===== src/tcsr_pkg.sv =====
// Shared constants and types for the tick counter and status registers
package tcsr_pkg;
  // Register offsets
  localparam logic [7:0] OFF_TICK_COUNT = 8'h00;
  localparam logic [7:0] OFF_SUMMARY = 8'h01;
  localparam logic [7:0] OFF_SUPPLY = 8'h02;
  // Summary status bit positions
  localparam int SUM_DSP_BIT = 7;
  localparam int SUM_LINK_BIT = 5;
  localparam int SUM_MEMTEMP_BIT = 4;
  localparam int SUM_SUPPLY_BIT = 3;
  localparam int SUM_TEST_BIT = 2;
  localparam int SUM_RESET_BIT = 1;
  localparam int SUM_INIT_BIT = 0;
  // Supply fault bit positions
  localparam int SUP_UV_BIT = 7;
  localparam int SUP_AREG_BIT = 3;
  localparam int SUP_DREG_BIT = 2;
  localparam int SUP_MREG_BIT = 1;
  localparam int SUP_CONT_BIT = 0;
  // Reset values
  localparam logic [7:0] TICK_COUNT_RESET = 8'h00;
  localparam logic [9:0] PRESCALE_RESET = 10'h000;
  localparam logic RESET_FLAG_RESET = 1'b1;
  localparam logic INIT_FLAG_RESET = 1'b1;
  localparam logic TEST_FLAG_RESET = 1'b0;
  localparam logic LINK_FLAG_RESET = 1'b0;
  localparam logic [4:0] SUP_FLAGS_RESET = 5'h00;
  // Timing
  localparam int PRESCALE_DIV = 1000;
  localparam int CLK_MHZ = 40;
  localparam int SUP_RCV_US = 1000;
  localparam int SUP_RCV_CYCLES = SUP_RCV_US * CLK_MHZ;

  // Raw supply monitor levels
  typedef struct packed {
    logic uv;
    logic areg;
    logic dreg;
    logic mreg;
    logic cont;
  } tcsr_sup_mon_t;

  // Signal chain and memory/temperature fault levels
  typedef struct packed {
    logic selftest_incomplete;
    logic common_mode_fault;
    logic selftest_fault;
    logic factory_mem_fault;
    logic user_mem_fault;
    logic user_reg_check_fault;
    logic mem_write_active;
    logic temperature_range_fault;
  } tcsr_fault_in_t;
endpackage : tcsr_pkg


===== src/tcsr_prescaler.sv =====
// Divide-by-N prescaler producing one enable pulse per period
`timescale 1ns/10ps
`default_nettype none
module tcsr_prescaler #(
  parameter int DIV = tcsr_pkg::PRESCALE_DIV,
  parameter int WIDTH = 10
) (
  input wire logic i_core_clk,
  input wire logic i_resetn,
  output logic o_tick
);
  logic [WIDTH-1:0] phase;
  logic [WIDTH-1:0] next_phase;
  wire at_terminal = (phase == WIDTH'(DIV - 1));

  // Wrap at the terminal count
  assign next_phase = at_terminal ? '0 : phase + 1'b1;

  // Phase and pulse start from zero so the first tick is a full period out
  always_ff @(posedge i_core_clk) begin
    if (!i_resetn) begin
      phase <= tcsr_pkg::PRESCALE_RESET;
      o_tick <= 1'b0;
    end else begin
      phase <= next_phase;
      o_tick <= at_terminal;
    end
  end
endmodule : tcsr_prescaler
`default_nettype wire


===== src/tcsr_regs.sv =====
// Tick counter, summary status and supply fault status registers
`timescale 1ns/10ps
`default_nettype none
module tcsr_regs #(
  parameter int SUP_RCV_CYCLES = tcsr_pkg::SUP_RCV_CYCLES
) (
  input wire logic i_core_clk,
  input wire logic i_resetn,
  input wire logic i_rd_en,
  input wire logic [7:0] i_rd_addr,
  input wire logic i_wr_en,
  input wire logic [7:0] i_wr_addr,
  input wire logic [7:0] i_wr_data,
  input wire logic i_status_frame_sent,
  input wire logic i_link_status_read,
  input wire logic i_link_mismatch,
  input wire logic i_test_enter,
  input wire logic i_test_exit,
  input wire logic i_data_valid,
  input wire logic i_supply_report_disable,
  input wire tcsr_pkg::tcsr_sup_mon_t i_sup_mon,
  input wire tcsr_pkg::tcsr_fault_in_t i_fault_in,
  output logic [7:0] o_rd_data,
  output logic o_rd_valid
);
  localparam int TW = $clog2(SUP_RCV_CYCLES + 1);
  localparam logic [TW-1:0] RCV_LOAD = TW'(SUP_RCV_CYCLES);

  // Decode of a read address to the register contents
  function automatic logic [7:0] read_mux(input logic [7:0] addr, input logic [7:0] cnt,
                                          input logic [7:0] sum, input logic [7:0] sup);
    case (addr)
      tcsr_pkg::OFF_TICK_COUNT: read_mux = cnt;
      tcsr_pkg::OFF_SUMMARY: read_mux = sum;
      tcsr_pkg::OFF_SUPPLY: read_mux = sup;
      default: read_mux = 8'h00;
    endcase
  endfunction : read_mux

  logic tick;
  logic [7:0] tick_count;
  logic reset_occurred;
  logic init_pending;
  logic factory_test_active;
  logic link_fault;
  tcsr_pkg::tcsr_sup_mon_t sup_flags;
  logic [TW-1:0] rcv_timer;

  // Prescaler for the tick counter
  tcsr_prescaler #(
    .DIV(tcsr_pkg::PRESCALE_DIV),
    .WIDTH(10)
  ) u_prescaler (
    .i_core_clk(i_core_clk),
    .i_resetn(i_resetn),
    .o_tick(tick)
  );

  // Grouped fault summaries
  wire dsp_fault = i_fault_in.selftest_incomplete | i_fault_in.common_mode_fault
                 | i_fault_in.selftest_fault;
  wire memory_temp_fault_summary = i_fault_in.factory_mem_fault | i_fault_in.user_mem_fault
                                 | i_fault_in.user_reg_check_fault | i_fault_in.mem_write_active
                                 | i_fault_in.temperature_range_fault;
  wire supply_fault_summary = |sup_flags;
  wire sup_raw_any = |i_sup_mon;

  // Register images; reserved bits tie to zero
  wire [7:0] summary_status = {dsp_fault, 1'b0, link_fault, memory_temp_fault_summary,
                               supply_fault_summary, factory_test_active, reset_occurred,
                               init_pending};
  wire [7:0] supply_fault_status = {sup_flags.uv, 3'b000, sup_flags.areg, sup_flags.dreg,
                                    sup_flags.mreg, sup_flags.cont};

  // Read strobes that carry clear side effects
  wire summary_read = i_rd_en && (i_rd_addr == tcsr_pkg::OFF_SUMMARY);
  wire [7:0] next_rd_data = read_mux(i_rd_addr, tick_count, summary_status,
                                     supply_fault_status);

  // Writes are accepted on the port but change nothing
  wire write_ignored = i_wr_en & (|i_wr_addr | |i_wr_data) & 1'b0;

  // Recovery timer: reload while any monitor reports, then run down
  wire [TW-1:0] next_rcv_timer = sup_raw_any ? RCV_LOAD
                               : (rcv_timer != '0) ? rcv_timer - 1'b1 : rcv_timer;
  wire rcv_expired = !sup_raw_any && (rcv_timer == '0);
  // Disable clears flags as soon as monitors go quiet; otherwise hold through recovery
  wire sup_clear = i_supply_report_disable ? !sup_raw_any : rcv_expired;
  wire tcsr_pkg::tcsr_sup_mon_t next_sup_flags = sup_clear ? i_sup_mon
                                               : (sup_flags | i_sup_mon);

  // Tick counter wraps naturally at eight bits
  always_ff @(posedge i_core_clk) begin
    if (!i_resetn) begin
      tick_count <= tcsr_pkg::TICK_COUNT_RESET;
    end else if (tick) begin
      tick_count <= tick_count + 8'h01;
    end
  end

  // Summary flags; an event in the clear cycle wins over the clear
  always_ff @(posedge i_core_clk) begin
    if (!i_resetn) begin
      reset_occurred <= tcsr_pkg::RESET_FLAG_RESET;
      init_pending <= tcsr_pkg::INIT_FLAG_RESET;
      factory_test_active <= tcsr_pkg::TEST_FLAG_RESET;
      link_fault <= tcsr_pkg::LINK_FLAG_RESET;
    end else begin
      if (summary_read || i_status_frame_sent) begin
        reset_occurred <= 1'b0;
      end
      if (i_data_valid) begin
        init_pending <= 1'b0;
      end
      if (i_test_enter) begin
        factory_test_active <= 1'b1;
      end else if (i_test_exit) begin
        factory_test_active <= 1'b0;
      end
      if (i_link_mismatch) begin
        link_fault <= 1'b1;
      end else if (i_link_status_read || i_status_frame_sent) begin
        link_fault <= 1'b0;
      end
    end
  end

  // Supply flags and shared recovery timer
  always_ff @(posedge i_core_clk) begin
    if (!i_resetn) begin
      sup_flags <= tcsr_pkg::SUP_FLAGS_RESET;
      rcv_timer <= '0;
    end else begin
      sup_flags <= next_sup_flags;
      rcv_timer <= next_rcv_timer;
    end
  end

  // Read answer one cycle after the strobe; unmapped reads return zero
  always_ff @(posedge i_core_clk) begin
    if (!i_resetn) begin
      o_rd_data <= 8'h00;
      o_rd_valid <= 1'b0;
    end else begin
      o_rd_data <= i_rd_en ? next_rd_data : 8'h00;
      o_rd_valid <= i_rd_en & ~write_ignored;
    end
  end
endmodule : tcsr_regs
`default_nettype wire


===== config.mk =====
export PLATFORM = sky130hd
export DESIGN_NAME = tcsr_regs
export DESIGN_NICKNAME = d
export VERILOG_FILES = /design/src/tcsr_pkg.sv /design/src/tcsr_prescaler.sv /design/src/tcsr_regs.sv
export SDC_FILE = /design/constraint.sdc
export NUM_CORES = 1
export LEC_CHECK = 0
export ABC_AREA = 1
export BUFFER_PORTS_ARGS = -buffer_cell sky130_fd_sc_hd__buf_2
export CAP_MARGIN = 5
export CORE_ASPECT_RATIO = 1.1
export CORE_MARGIN = 5
export CORE_UTILIZATION = 40
export DETAILED_ROUTE_END_ITERATION = 10
export HOLD_SLACK_MARGIN = 0.05
export PLACE_DENSITY = 0.72
export SLEW_MARGIN = 5
export SYNTH_ARGS = -nofsm -noshare
export SYNTH_HDL_FRONTEND = slang
export SYNTH_SLANG_ARGS = --single-unit
export TNS_END_PERCENT = 100

===== constraint.sdc =====
create_clock -name i_core_clk -period 2.7 [get_ports i_core_clk]
set_clock_uncertainty 0.05 [all_clocks]
set_input_delay 0.135 -clock i_core_clk [delete_from_list [all_inputs] [get_ports i_core_clk]]
set_output_delay 0.135 -clock i_core_clk [all_outputs]
set_load 0.01 [all_outputs]

==> impl_metrics.env <==
export IMPL_max_vdd_ir_drop_uv=275
export IMPL_totalNegativeSetupSlack_ps=0
export IMPL_drt_first_pass_iters=4
export IMPL_largest_net_degree_at_the_start_of_global_routing=18
export IMPL_required_ps=2890
export IMPL_wl_met2_um=2700
export IMPL_gpl_final_weighted_congestion=0.828
export IMPL_switching_power_uw=363
export IMPL_sequential_cell_area_fraction_in_the_yosys_report=0.407
export IMPL_max_slew_margin_rel=0.701
export IMPL_i_o_pin_total=57
export IMPL_worstPathCellList="inv_2 > ha_1 > nand2_4 > nor2_4 > nand2_2 > nand2_1 > nand2_2 > nand2_2 > a21oi_2"
export IMPL_postRouteAntennaNets=0
export IMPL_cell_internal_pwr_mw=1.05
export IMPL_synth_cell_area_um2=2600
export IMPL_finish_utilization=0.482
export IMPL_place_port_buffers=39
export IMPL_critical_path_slowest_cell="sky130_fd_sc_hd__dfxtp_1"
export IMPL_cts_tree="yes"
export IMPL_postRouteWirelength_um=5480
export IMPL_die_area_um2=8230
export IMPL_die_w_um=86.9
export IMPL_critPathArrivalTime_ps=1760
export IMPL_global_route_wire_length_before_repair_um=9480
export IMPL_post_synth_num_cell_types=33
export IMPL_core_area_um2=6270
export IMPL_critPathCaptureType="flop"
export IMPL_hold_path_startpoint="i_sup_mon[2]"
export IMPL_grt_overflow_total=0
export IMPL_crit_buf_inv=1
export IMPL_cts_root_buf="sky130_fd_sc_hd__clkbuf_8"
export IMPL_track_usage=0.142
export IMPL_p_sw_frac=0.258
export IMPL_worst_r2r_setup_slack_ps=1130
export IMPL_post_cts_buffers=0
export IMPL_rr_startpoint="rcv_timer[0]"
export IMPL_areaGrowthSynthToFinish_pct=16.1
export IMPL_dieHeight_um=94.6
export IMPL_outcome="complete, no violations"
export IMPL_grt_pass1_vias=2285
export IMPL_critical_path_reg2reg_endpoint="sup_flags[2]"
export IMPL_clock_transition_at_the_register_clock_pins_on_the_worst_setup_and_hold_paths_after_cts_ps=90
export IMPL_finish_instance_area_um2=3020
export IMPL_worst_path_max_fanout=5
export IMPL_cts_root_to_sink_buffers=2
export IMPL_final_net_count=468
export IMPL_power_share_combinational=0.104
export IMPL_numClockSinks=53
export IMPL_wl_met1_um=2520
export IMPL_grt_antenna_before_repair=0
export IMPL_layout_setup_ws_ps=1130
export IMPL_post_drt_via_cell_ratio=4.74
export IMPL_wl_met3_um=199
export IMPL_highest_signal_layer="met4"
export IMPL_timing_max_cap_violations=0
export IMPL_rsz0062_at_grt="no"
export IMPL_setup_viol=0
export IMPL_dpl_instance_area_um2=2870
export IMPL_antennaDiodeCount=0
export IMPL_power_density_cell_area_nw_per_um2=466
export IMPL_timing_critical_path_mode_cell="sky130_fd_sc_hd__nand2_2"
export IMPL_detailedPlacementHpwl_um=4290
export IMPL_worst_slew_pin_slew_ps=448
export IMPL_clock_fmax_ghz=0.637
export IMPL_cells_after_synth=369
export IMPL_power_static_leakage_nw=1.45
export IMPL_worst_setup_path_class="reg2reg"
export IMPL_htree_levels=2
export IMPL_avgSynthCellArea_um2=7.06
export IMPL_syn_nets=420
export IMPL_reg2reg_depth=9
export IMPL_worst_hold_path_endpoint="sup_flags[2]"
export IMPL_period_needed_ps=1570
export IMPL_average_wire_length_per_cell_after_detail_routing_um=11.0
export IMPL_timing_final_max_slew_violations=0
export IMPL_filler_cell_count=624
export IMPL_detailedPlace_worstSlack_ps=1150
export IMPL_final_hold_violation_count=0
export IMPL_vias=2360
export IMPL_drt_initial_drc_count=122
export IMPL_cp_startpoint_kind="flop"
export IMPL_synth_yosys_warnings=0
export IMPL_power_clock_fraction=0.318
export IMPL_starting_density=0.416
export IMPL_min_delay_path_class="in2reg"
export IMPL_kind_of_cell_adding_the_most_delay_to_the_critical_path="simple AND/OR/NAND/NOR gates"
export IMPL_worstSkewPairLatency_ps=310
export IMPL_rows=30
export IMPL_remaining_drc_errors=0
export IMPL_seq_power_share=0.579
export IMPL_max_stage_delay_ps=410
export IMPL_period_share=0.581
export IMPL_numCtsBuffers=5
export IMPL_final_layout_size_suffix_gt1_frac=0.218
export IMPL_hold_depth=3
export IMPL_yosys_register_bits=53
-- flip-flops by register name, indices dropped and copies added, names as in the netlist, 5 cells and up --
signal             count
o_rd_data              8
tick_count             8
rcv_timer             16
u_prescaler.phase     10
sup_flags              5
-- worst max path at each step --
stage / startpoint / to / slack (ps) / depth (start not counted)
after floorplan: rcv_timer[0] / rcv_timer[11] / 1330 / 8
after global routing: rcv_timer[0] / rcv_timer[12] / 1000 / 7
after CTS: rcv_timer[0] / rcv_timer[15] / 1140 / 7
final: rcv_timer[0] / sup_flags[2] / 1130 / 9
after global placement: rcv_timer[0] / rcv_timer[15] / 1160 / 7
after detailed placement: rcv_timer[0] / rcv_timer[15] / 1150 / 7
-- power by group through the flow --
stage / Combinational [mW] / Sequential [mW] / Clock (mW)
3_5_place_dp: 0.139 / 0.834 / 0
5_1_grt: 0.169 / 0.819 / 0.497
3_3_place_gp: 0.136 / 0.833 / 0
2_1_floorplan: 0.0981 / 0.830 / 0
6_report: 0.146 / 0.816 / 0.448
4_1_cts: 0.147 / 0.816 / 0.465
-- routing by layer --
metal | vias up | global-route usage
met2 | 36 | 0.242
li1 | 1263 | -
met5 | - | 0
met3 | 6 | 0.0253
met4 | 0 | 0.0558
met1 | 1055 | 0.176
-- worst register-to-register path, cell delays in order, from the launching register on --
cell and delay, ps:
sky130_fd_sc_hd__dfxtp_1 410, sky130_fd_sc_hd__inv_2 80, sky130_fd_sc_hd__ha_1 280, sky130_fd_sc_hd__nand2_4 150, sky130_fd_sc_hd__nor2_4 50, sky130_fd_sc_hd__nand2_2 110, sky130_fd_sc_hd__nand2_1 100, sky130_fd_sc_hd__nand2_2 100
sky130_fd_sc_hd__nand2_2 70, sky130_fd_sc_hd__a21oi_2 100
-- repair_timing --
action                    in CTS  in global routing
gates resized for setup        0                  0
hold endpoints to repair       5                  0
hold buffers                   6                  0
-- final cells by class --
type	instances	area, um^2	share of cell area
multi-input combinational	262	1330	0.439
timing repair buffer	45	255	0.0844
clock inverter	3	22.5	0.00745
inverter	50	188	0.0621
sequential	53	1060	0.351
clock buffer	5	68.8	0.0228
tap	80	100	0.0331
-- synth_stat cells --
cell	n	share of area
sky130_fd_sc_hd__nor3_1	8	0.015
sky130_fd_sc_hd__nor3_4	1	0.0062
sky130_fd_sc_hd__inv_2	6	0.0086
sky130_fd_sc_hd__buf_2	1	0.0019
sky130_fd_sc_hd__o21bai_1	1	0.0029
sky130_fd_sc_hd__nor4_1	1	0.0024
sky130_fd_sc_hd__nand3_2	4	0.015
sky130_fd_sc_hd__o2111ai_1	1	0.0034
sky130_fd_sc_hd__nor3b_1	3	0.0086
sky130_fd_sc_hd__o21ai_1	4	0.0077
sky130_fd_sc_hd__a21oi_1	20	0.038
sky130_fd_sc_hd__a21oi_2	2	0.0067
sky130_fd_sc_hd__nand2_1	81	0.12
sky130_fd_sc_hd__clkinv_1	1	0.0014
sky130_fd_sc_hd__nand2_4	1	0.0043
sky130_fd_sc_hd__or2_0	1	0.0024
sky130_fd_sc_hd__ha_1	3	0.014
sky130_fd_sc_hd__xor2_1	2	0.0067
sky130_fd_sc_hd__nand3_1	31	0.060
sky130_fd_sc_hd__nor2_1	55	0.079
sky130_fd_sc_hd__xnor2_1	1	0.0034
sky130_fd_sc_hd__nand3b_1	4	0.012
sky130_fd_sc_hd__nand4_1	3	0.0072
sky130_fd_sc_hd__nor3_2	3	0.012
sky130_fd_sc_hd__nand2_2	10	0.024
sky130_fd_sc_hd__nor2_2	11	0.026
sky130_fd_sc_hd__inv_1	43	0.062
sky130_fd_sc_hd__o21ai_0	5	0.0096
sky130_fd_sc_hd__dfxtp_1	53	0.41
sky130_fd_sc_hd__buf_4	1	0.0029
sky130_fd_sc_hd__clkbuf_1	1	0.0014
sky130_fd_sc_hd__buf_6	1	0.0043
sky130_fd_sc_hd__nor2_4	6	0.026
-- cells by family (layout without fill, tap and decap cells) --
family,Yosys count,after routing,share of synthesized area
xor gates and xnor gates,3,3,0.0101
adders and majority gates,3,3,0.0144
DFF,53,53,0.407
and+or+nand+nor,223,223,0.417
buffers and inverters,54,103,0.0826
AOI/OAI and AO/OA,33,33,0.0687
-- placed cells by master, fill, tap and decap left out, types with 2 or more instances in the layout --
master,count
sky130_fd_sc_hd__nand2_1,81
sky130_fd_sc_hd__nor2_1,55
sky130_fd_sc_hd__dfxtp_1,53
sky130_fd_sc_hd__inv_1,43
sky130_fd_sc_hd__buf_2,39
sky130_fd_sc_hd__nand3_1,31
sky130_fd_sc_hd__a21oi_1,20
sky130_fd_sc_hd__nor2_2,11
sky130_fd_sc_hd__nand2_2,10
sky130_fd_sc_hd__nor3_1,8
sky130_fd_sc_hd__inv_2,6
sky130_fd_sc_hd__nor2_4,6
sky130_fd_sc_hd__dlygate4sd3_1,6
sky130_fd_sc_hd__o21ai_0,5
sky130_fd_sc_hd__clkbuf_8,5
sky130_fd_sc_hd__o21ai_1,4
sky130_fd_sc_hd__nand3_2,4
sky130_fd_sc_hd__nand3b_1,4
sky130_fd_sc_hd__nor3_2,3
sky130_fd_sc_hd__nand4_1,3
sky130_fd_sc_hd__nor3b_1,3
sky130_fd_sc_hd__ha_1,3
sky130_fd_sc_hd__a21oi_2,2
sky130_fd_sc_hd__xor2_1,2
sky130_fd_sc_hd__clkinv_4,2
-- metrics by stage --
stage                     hold slack (ps)  total power [mW]  std cells
after floorplan                       196             0.928        369
after global placement                278             0.969        484
after detailed placement              296             0.973        484
after CTS                            56.8              1.43        498
after global routing                 62.1              1.48        498
final                                61.8              1.41        498
(Power assumes the default switching activity.)
